`config.mk`:
```
export PLATFORM = sky130hd
export DESIGN_NAME = io_channels
export DESIGN_NICKNAME = d
export VERILOG_FILES = /design/src/hdl/dio_pkg.sv /design/src/hdl/dio_channels.sv
export SDC_FILE = /design/constraint.sdc
export NUM_CORES = 1
export LEC_CHECK = 0
export ABC_AREA = 1
export BUFFER_PORTS_ARGS = -buffer_cell sky130_fd_sc_hd__buf_2
export CAP_MARGIN = 20
export CORE_UTILIZATION = 50
export CTS_CLUSTER_SIZE = 8
export DETAILED_ROUTE_END_ITERATION = 8
export HOLD_SLACK_MARGIN = 0.15
export MAX_ROUTING_LAYER = met4
export PLACE_DENSITY = 0.79
export SETUP_SLACK_MARGIN = 0.3
export SYNTH_ARGS = -nofsm -noshare
export SYNTH_HDL_FRONTEND = slang
export SYNTH_SLANG_ARGS = --single-unit
```
`constraint.sdc`:
```
create_clock -name ref_clk -period 1.85 [get_ports ref_clk]
set_input_delay 0.0925 -clock ref_clk [delete_from_list [all_inputs] [get_ports ref_clk]]
set_output_delay 0.0925 -clock ref_clk [all_outputs]
set_load 0.02 [all_outputs]
```
`src/hdl/dio_pkg.sv`:
```
// Purpose: shared constants for the digital i/o channel block
// Assumes: 20 MHz ref_clk, 32-bit APB register access
// Notes: offsets are byte addresses of aligned words
package chan_pkg;
  localparam int unsigned CLK_HZ = 20_000_000;
  localparam int unsigned ERASE_HOLD_S = 3;
  localparam int unsigned FACTORY_HOLD_S = 10;
  localparam int unsigned ERASE_HOLD_CYC = ERASE_HOLD_S * CLK_HZ;
  localparam int unsigned FACTORY_HOLD_CYC = FACTORY_HOLD_S * CLK_HZ;
  localparam int unsigned HOLD_CNT_W = 28;
  localparam logic [7:0] OFS_MODE = 8'h00;
  localparam logic [7:0] OFS_LEVEL = 8'h04;
  localparam logic [7:0] OFS_INPUT = 8'h08;
  localparam logic [7:0] OFS_CTRL = 8'h0c;
  localparam logic [7:0] OFS_IRQ_STAT = 8'h10;
  localparam logic [7:0] OFS_IRQ_MASK = 8'h14;
  localparam logic [7:0] OFS_LINE = 8'h18;
  // ctrl fields
  localparam int unsigned CTRL_BTN_EN = 0;
  localparam int unsigned CTRL_RS232 = 1;
  // irq status fields
  localparam int unsigned IRQ_DCD_UP = 0;
  localparam int unsigned IRQ_DCD_DN = 1;
  localparam int unsigned IRQ_DSR_UP = 2;
  localparam int unsigned IRQ_DSR_DN = 3;
  localparam int unsigned IRQ_ERASE = 4;
  localparam int unsigned IRQ_FACTORY = 5;
  localparam int unsigned IRQ_W = 6;
  localparam logic [31:0] RST_WORD = 32'h0000_0000;
  localparam logic [1:0] RST_CTRL = 2'h2;
endpackage

```
`src/hdl/dio_channels.sv`:
```
// Purpose: digital i/o channels, button reset timing, modem line events
// Assumes: APB slave with one wait state; pins are asynchronous
// Notes: password erase and factory load are pulses to firmware
`timescale 1ns/100ps
module io_channels #(
  parameter int unsigned N_CH = 4,
  parameter int unsigned ERASE_CYC = chan_pkg::ERASE_HOLD_CYC,
  parameter int unsigned FACTORY_CYC = chan_pkg::FACTORY_HOLD_CYC
) (
  // clock and reset
  input wire logic ref_clk,
  input wire logic rst_n,
  // apb slave
  input wire logic psel,
  input wire logic penable,
  input wire logic pwrite,
  input wire logic [7:0] paddr,
  input wire logic [31:0] pwdata,
  output logic [31:0] prdata,
  output logic pready,
  output logic pslverr,
  // channel pins
  input wire logic [N_CH-1:0] pin_in,
  output logic [N_CH-1:0] pin_out,
  output logic [N_CH-1:0] pin_oe,
  // modem lines
  input wire logic dcd_in,
  input wire logic dsr_in,
  // events
  output logic erase_pw_pulse,
  output logic factory_pulse,
  output logic line_change_pulse,
  output logic irq
);
  import chan_pkg::*;

  initial begin
    if (N_CH < 1 || N_CH > 32) $error("N_CH must be 1..32");
    if (ERASE_CYC < 1 || FACTORY_CYC <= ERASE_CYC) $error("bad hold counts");
    if (FACTORY_CYC >= (1 << HOLD_CNT_W)) $error("hold count too wide");
  end

  typedef enum logic [2:0] {
    ST_IDLE = 3'b001,
    ST_HELD = 3'b010,
    ST_DONE = 3'b100
  } btn_st_t;

  function automatic logic [31:0] pad(input logic [N_CH-1:0] v);
    logic [31:0] r;
    r = 32'h0000_0000;
    r[N_CH-1:0] = v;
    return r;
  endfunction

  // synchronisers
  logic [N_CH-1:0] din_s1_ff, din_s2_ff;
  logic [1:0] ln_s1_ff, ln_s2_ff, ln_prev_ff;
  always_ff @(posedge ref_clk) begin
    if (!rst_n) begin
      din_s1_ff <= '1;
      din_s2_ff <= '1;
      ln_s1_ff <= 2'h0;
      ln_s2_ff <= 2'h0;
      ln_prev_ff <= 2'h0;
    end else begin
      din_s1_ff <= pin_in;
      din_s2_ff <= din_s1_ff;
      ln_s1_ff <= {dsr_in, dcd_in};
      ln_s2_ff <= ln_s1_ff;
      ln_prev_ff <= ln_s2_ff;
    end
  end

  // registers
  logic [N_CH-1:0] mode_ff, nxt_mode;
  logic [N_CH-1:0] level_ff, nxt_level;
  logic [1:0] ctrl_ff, nxt_ctrl;
  logic [IRQ_W-1:0] stat_ff, nxt_stat;
  logic [IRQ_W-1:0] mask_ff, nxt_mask;
  logic [31:0] prdata_ff, nxt_prdata;
  logic pready_ff, nxt_pready;
  logic pslverr_ff, nxt_pslverr;
  logic [N_CH-1:0] out_ff, nxt_out, oe_ff, nxt_oe;
  logic irq_ff, nxt_irq;
  logic line_ff, nxt_line;
  // button state
  btn_st_t st_ff, nxt_st;
  logic [HOLD_CNT_W-1:0] cnt_ff, nxt_cnt;
  logic erase_ff, nxt_erase, fact_ff, nxt_fact;
  logic [IRQ_W-1:0] ev;
  logic access, wr, btn_en, ch1_low;

  assign access = psel && penable && !pready_ff;
  assign wr = access && pwrite;
  assign btn_en = ctrl_ff[CTRL_BTN_EN];
  assign ch1_low = btn_en && !din_s2_ff[0];

  // button reset timing
  always_comb begin
    nxt_st = st_ff;
    nxt_cnt = cnt_ff;
    nxt_erase = 1'b0;
    nxt_fact = 1'b0;
    case (st_ff)
      ST_IDLE: begin
        nxt_cnt = '0;
        if (ch1_low) begin
          nxt_st = ST_HELD;
          nxt_cnt = HOLD_CNT_W'(1);
        end
      end
      ST_HELD: begin
        if (!ch1_low) begin
          nxt_st = ST_IDLE;
          nxt_cnt = '0;
        end else begin
          nxt_cnt = cnt_ff + HOLD_CNT_W'(1);
          if (cnt_ff == HOLD_CNT_W'(ERASE_CYC - 1)) nxt_erase = 1'b1;
          if (cnt_ff == HOLD_CNT_W'(FACTORY_CYC - 1)) begin
            nxt_fact = 1'b1;
            nxt_st = ST_DONE;
          end
        end
      end
      ST_DONE: begin
        nxt_cnt = '0;
        if (!ch1_low) nxt_st = ST_IDLE;
      end
      default: begin
        nxt_st = ST_IDLE;
        nxt_cnt = '0;
      end
    endcase
  end

  // events
  always_comb begin
    ev = '0;
    if (ctrl_ff[CTRL_RS232]) begin
      ev[IRQ_DCD_UP] = ln_s2_ff[0] && !ln_prev_ff[0];
      ev[IRQ_DCD_DN] = !ln_s2_ff[0] && ln_prev_ff[0];
      ev[IRQ_DSR_UP] = ln_s2_ff[1] && !ln_prev_ff[1];
      ev[IRQ_DSR_DN] = !ln_s2_ff[1] && ln_prev_ff[1];
    end
    ev[IRQ_ERASE] = erase_ff;
    ev[IRQ_FACTORY] = fact_ff;
  end

  // register file and pin drive
  always_comb begin
    nxt_mode = mode_ff;
    nxt_level = level_ff;
    nxt_ctrl = ctrl_ff;
    nxt_mask = mask_ff;
    nxt_stat = stat_ff;
    nxt_pready = access;
    nxt_pslverr = 1'b0;
    nxt_prdata = 32'h0000_0000;
    if (access) begin
      case (paddr)
        OFS_MODE: begin
          nxt_prdata = pad(mode_ff);
          if (wr) nxt_mode = pwdata[N_CH-1:0];
        end
        OFS_LEVEL: begin
          nxt_prdata = pad(level_ff);
          if (wr) nxt_level = pwdata[N_CH-1:0];
        end
        OFS_INPUT: nxt_prdata = pad(din_s2_ff);
        OFS_CTRL: begin
          nxt_prdata = {30'h0000_0000, ctrl_ff};
          if (wr) nxt_ctrl = pwdata[1:0];
        end
        OFS_IRQ_STAT: begin
          nxt_prdata = {26'h000_0000, stat_ff};
          if (wr) nxt_stat = stat_ff & ~pwdata[IRQ_W-1:0];
        end
        OFS_IRQ_MASK: begin
          nxt_prdata = {26'h000_0000, mask_ff};
          if (wr) nxt_mask = pwdata[IRQ_W-1:0];
        end
        OFS_LINE: nxt_prdata = {30'h0000_0000, ln_s2_ff};
        default: nxt_pslverr = 1'b1;
      endcase
    end
    // set wins over a clear in the same cycle
    nxt_stat = nxt_stat | ev;
    if (fact_ff) nxt_ctrl[CTRL_BTN_EN] = 1'b0;
    nxt_irq = |(nxt_stat & nxt_mask);
    nxt_line = |ev[IRQ_DSR_DN:IRQ_DCD_UP];
    nxt_oe = mode_ff;
    if (nxt_ctrl[CTRL_BTN_EN]) nxt_oe[0] = 1'b0;
    nxt_out = level_ff & nxt_oe;
  end

  always_ff @(posedge ref_clk) begin
    if (!rst_n) begin
      mode_ff <= '0;
      level_ff <= '0;
      ctrl_ff <= RST_CTRL;
      stat_ff <= '0;
      mask_ff <= '0;
      prdata_ff <= RST_WORD;
      pready_ff <= 1'b0;
      pslverr_ff <= 1'b0;
      out_ff <= '0;
      oe_ff <= '0;
      irq_ff <= 1'b0;
      line_ff <= 1'b0;
      st_ff <= ST_IDLE;
      cnt_ff <= '0;
      erase_ff <= 1'b0;
      fact_ff <= 1'b0;
    end else begin
      mode_ff <= nxt_mode;
      level_ff <= nxt_level;
      ctrl_ff <= nxt_ctrl;
      stat_ff <= nxt_stat;
      mask_ff <= nxt_mask;
      prdata_ff <= nxt_prdata;
      pready_ff <= nxt_pready;
      pslverr_ff <= nxt_pslverr;
      out_ff <= nxt_out;
      oe_ff <= nxt_oe;
      irq_ff <= nxt_irq;
      line_ff <= nxt_line;
      st_ff <= nxt_st;
      cnt_ff <= nxt_cnt;
      erase_ff <= nxt_erase;
      fact_ff <= nxt_fact;
    end
  end

  assign prdata = prdata_ff;
  assign pready = pready_ff;
  assign pslverr = pslverr_ff;
  assign pin_out = out_ff;
  assign pin_oe = oe_ff;
  assign irq = irq_ff;
  assign line_change_pulse = line_ff;
  assign erase_pw_pulse = erase_ff;
  assign factory_pulse = fact_ff;
endmodule

```
==> results.rst <==
.. list-table::
   :header-rows: 1

   * - Metric
     - Value
   * - Worst reg2reg endpoint
     - cnt_ff[27]$_SDFF_PN0_
   * - Max Clk Rate
     - 622 MHz
   * - Leading cell types in the layout, fill and taps excluded
     - sky130_fd_sc_hd__nand2_1 (119), sky130_fd_sc_hd__dfxtp_1 (84), sky130_fd_sc_hd__inv_1 (83)
   * - Largest stage delay on the critical path
     - 0.46 ns
   * - Classification of the worst-slack hold path
     - input port to flop
   * - Rows
     - 32
   * - CTS HTree Levels
     - 3
   * - Starting density of the core
     - 51.9%
   * - Post-synthesis sequential element count
     - 87
   * - Setup violation total in the final timing report
     - 0
   * - Sw power
     - 0.000927 W
   * - Depth of the worst register-to-register path
     - 9
   * - Vias/cell
     - 5.05
   * - Share of post-route cells with drive strength above 1
     - 20.3%
   * - Worst path slowest cell
     - sky130_fd_sc_hd__dfxtp_1
   * - Die Height
     - 91.8 um
   * - CP Class
     - flop to flop
   * - Share of Yosys cell area claimed by the top area cell type
     - 43.2%
   * - Clock tree buffer depth
     - 2
   * - Clock transition at path regs
     - 0.10 ns
   * - Switching power share of the total
     - 27.1%
   * - Number of buffers added on ports
     - 44
   * - Maximum vdd drop
     - 0.475 mV
   * - Final hold viol count
     - 0
   * - Largest net degree at the start of global routing
     - 19
   * - Start point of the critical path
     - cnt_ff[2]$_SDFF_PN0_
   * - Layout net count
     - 682
   * - Max-slew violation count
     - 0
   * - Most common cell after layout, fill and taps aside
     - sky130_fd_sc_hd__nand2_1
   * - Sequential share of the synthesized area
     - 43.2%
   * - Worst hold slack across all endpoints
     - 0.154 ns
   * - Number of sinks handled by clock tree synthesis
     - 87
   * - Worst Path Arrival
     - 1.88 ns
   * - Post-synthesis cell count
     - 557
   * - Remaining antenna violation count
     - 0
   * - Run status
     - completed
   * - Total global-route track usage
     - 23.5%
   * - Critical path endpoint
     - cnt_ff[27]$_SDFF_PN0_
   * - Kind of cell with the highest combined delay on the critical path
     - simple AND/OR/NAND/NOR gates
   * - Distinct cells, synth
     - 42
   * - Post-synthesis area per instance
     - 7.24 um2
   * - Maximum net fanout on the critical path
     - 3
   * - Post-synth ARST share
     - 0%
   * - X dimension of the die
     - 91.8 um
   * - Number of antenna violations at the first check in global routing
     - 0
   * - Fill cell count
     - 689
   * - Max-slew headroom at the worst pin
     - 63.5%
   * - Critical path depth in cells
     - 9
   * - Global-route congestion overflow total
     - 0
   * - Buffers plus inverters on the worst setup path
     - 1
   * - First-pass GRT wire length
     - 15300 um
   * - Number of instances in the placed design
     - 696
   * - Tightest Pin Transition
     - 0.544 ns
   * - Floorplan die area
     - 8430 um2
   * - Root cell of the clock tree
     - sky130_fd_sc_hd__clkbuf_8
   * - Critical path, cell by cell
     - nand3_4 > nor2_4 > nand2_4 > nor3_4 > nand3_2 > nor2_2 > nand3_1 > nand2_1 > inv_1
   * - Worst reg2reg path startpoint
     - cnt_ff[2]$_SDFF_PN0_
   * - Crit path capture type
     - flop
   * - Mapped Area
     - 4030 um2
   * - Total area of multi-input combinational cells
     - 1920 um2
   * - Half-perimeter wire length after placement
     - 6410 um
   * - DP Area
     - 4260 um2
   * - Leading register cell type out of synthesis
     - sky130_fd_sc_hd__dfxtp_1
   * - Growth of design area from synthesis to finish
     - 19.0%
   * - Aggregate routed wire length
     - 9450 um
   * - Largest cells by area after synthesis
     - sky130_fd_sc_hd__dfxtp_1 (43%), sky130_fd_sc_hd__nand2_1 (11%), sky130_fd_sc_hd__inv_1 (7.7%)
   * - Sequential group share of total power
     - 55.6%
   * - Setup repair after global routing missed its margin
     - true
   * - Final total power
     - 0.00342 W
   * - Required arrival time at the worst endpoint
     - 2.12 ns
   * - Residual DRC
     - 0
   * - Vias in the first global route
     - 3435
   * - Clock tree from TritonCTS
     - done
   * - Last weighted congestion value of the routability-driven placer
     - 0.923
   * - Post-route fraction of the period consumed by the critical path
     - 86.9%
   * - Final Critical Period
     - 1.61 ns
   * - Syn. warnings
     - 0
   * - Post-route design area
     - 4800 um2
   * - Internal power component
     - 0.00249 W
   * - Via count
     - 3722
   * - Number of design-rule violations left by the first detailed-router iteration
     - 214
   * - Worst-case register-to-register setup slack
     - 0.24 ns
   * - Pre-antenna DRT Iters
     - 5
   * - Count of non-filler cells in the finished layout
     - 737
   * - Post-route clock skew
     - 0.0114 ns
   * - EDFF count, synth
     - 0
   * - Leakage power figure
     - 2.16 nW
   * - Logic pwr share
     - 5.9%
   * - Register area
     - 1750 um2
   * - Placeable core area
     - 7770 um2
   * - Diode insertion count for antenna repair
     - 0
   * - Max cap viols
     - 0
   * - Setup tns final
     - 0 ns
   * - Clock latency reported for the late side of the worst-skew pair
     - 0.37 ns
   * - Startpoint type of the worst setup path
     - flop
   * - IO Count
     - 97
   * - PD cells
     - 712 nW/um2
   * - Relative contribution of the clock network to total power
     - 38.6%
   * - Routed WL per cell
     - 12.8 um
   * - Area leader, netlist
     - sky130_fd_sc_hd__dfxtp_1
   * - Clock buffer count from CTS
     - 9
## sequential cells by signal, indices dropped and copies added (netlist names), 2 cells and up
signal      cells
cnt_ff         28
mask_ff         6
prdata          6
stat_ff         6
din_s1_ff       4
din_s2_ff       4
level_ff        4
mode_ff         4
pin_oe          4
pin_out         4
st_ff           3
ctrl_ff         2
ln_prev_ff      2
ln_s1_ff        2
ln_s2_ff        2
## metal layers
layer | part of all wire [%] | track usage (%)
met2 | 51 | 41.4
met5 | 0 | -
met4 | 3.0 | 10.4
met1 | 40 | 26.4
met3 | 6.1 | 3.48
## worst reg2reg max path, cell delays in order, from the launching register on
cell,delay (ns)
sky130_fd_sc_hd__dfxtp_1,0.46
sky130_fd_sc_hd__nand3_4,0.13
sky130_fd_sc_hd__nor2_4,0.18
sky130_fd_sc_hd__nand2_4,0.09
sky130_fd_sc_hd__nor3_4,0.20
sky130_fd_sc_hd__nand3_2,0.12
sky130_fd_sc_hd__nor2_2,0.14
sky130_fd_sc_hd__nand3_1,0.08
sky130_fd_sc_hd__nand2_1,0.08
sky130_fd_sc_hd__inv_1,0.04
## per-stage QoR
| step | setup WS, ns | utilization (%) |
|---|---|---|
| after floorplan | 0.380 | - |
| after global placement | 0.283 | 54.8 |
| after detailed placement | 0.228 | 54.8 |
| after CTS | 0.284 | 59.4 |
| after global routing | 0.140 | 61.8 |
| final | 0.242 | 61.8 |
## synthesized netlist by cell type (8+ instances only)
master	instances
sky130_fd_sc_hd__o21ai_0	19
sky130_fd_sc_hd__nor2_2	9
sky130_fd_sc_hd__buf_4	27
sky130_fd_sc_hd__nor3_1	16
sky130_fd_sc_hd__a21oi_1	36
sky130_fd_sc_hd__inv_1	83
sky130_fd_sc_hd__nand2_1	120
sky130_fd_sc_hd__nand3_1	19
sky130_fd_sc_hd__nand4_1	8
sky130_fd_sc_hd__nor2_1	62
sky130_fd_sc_hd__dfxtp_1	87
sky130_fd_sc_hd__or2_2	8
## layout make-up
class                           instances  area share [%]
Clock inverter                          7            1.54
Timing Repair Buffer                   74            10.1
Sequential cell                        87            36.4
Clock buffer                            9            2.58
Inverter                               86            6.73
Multi-Input combinational cell        372            40.0
Tap cell                              102            2.66
## repair_timing
item | in CTS | in global routing
gates resized for setup | 3 | 25
pin swaps | 1 | 11
hold buffers | 14 | 0
setup endpoints to repair | 8 | 28
buffers inserted | 1 | 10
hold endpoints to repair | 20 | 0
## logic make-up (layout without fill, tap and decap cells)
logic type                 count (synthesis)  after routing  synth area share, %
adders and majority gates                  1              1                0.310
other                                      1             26               0.0930
DFF                                       87             87                 43.2
AOI/OAI and AO/OA                         74             74                 10.5
buffers and inverters                    123            176                 14.3
and+or+nand+nor                          268            268                 31.0
xor gates and xnor gates                   3              3                0.652
## power by group through the flow
stage	Clock [W]	Combinational (W)	Sequential (W)
finish	0.00132	0.000200	0.00190
global route	0.00142	0.000221	0.00190
CTS	0.00133	0.000194	0.00190
detailed placement	0	0.000171	0.00194
global placement	0	0.000168	0.00194
floorplan	0	0.000155	0.00195
## worst min path at each step
stage                          from                 endpoint  slack [ns]  cells after the start
final                         rst_n  ctrl_ff[1]$_SDFFE_PN1P_        0.15                      3
after global routing      pwdata[4]    mask_ff[4]$_SDFF_PN0_        0.18                      5
after detailed placement  pin_in[1]  din_s1_ff[1]$_SDFF_PN1_        0.28                      2
after CTS                     rst_n  ctrl_ff[1]$_SDFFE_PN1P_        0.15                      3
after global placement    pin_in[2]  din_s1_ff[2]$_SDFF_PN1_        0.28                      2
after floorplan              dcd_in   ln_s1_ff[0]$_SDFF_PN0_        0.19                      2
Power figures use the tool's default switching activity.
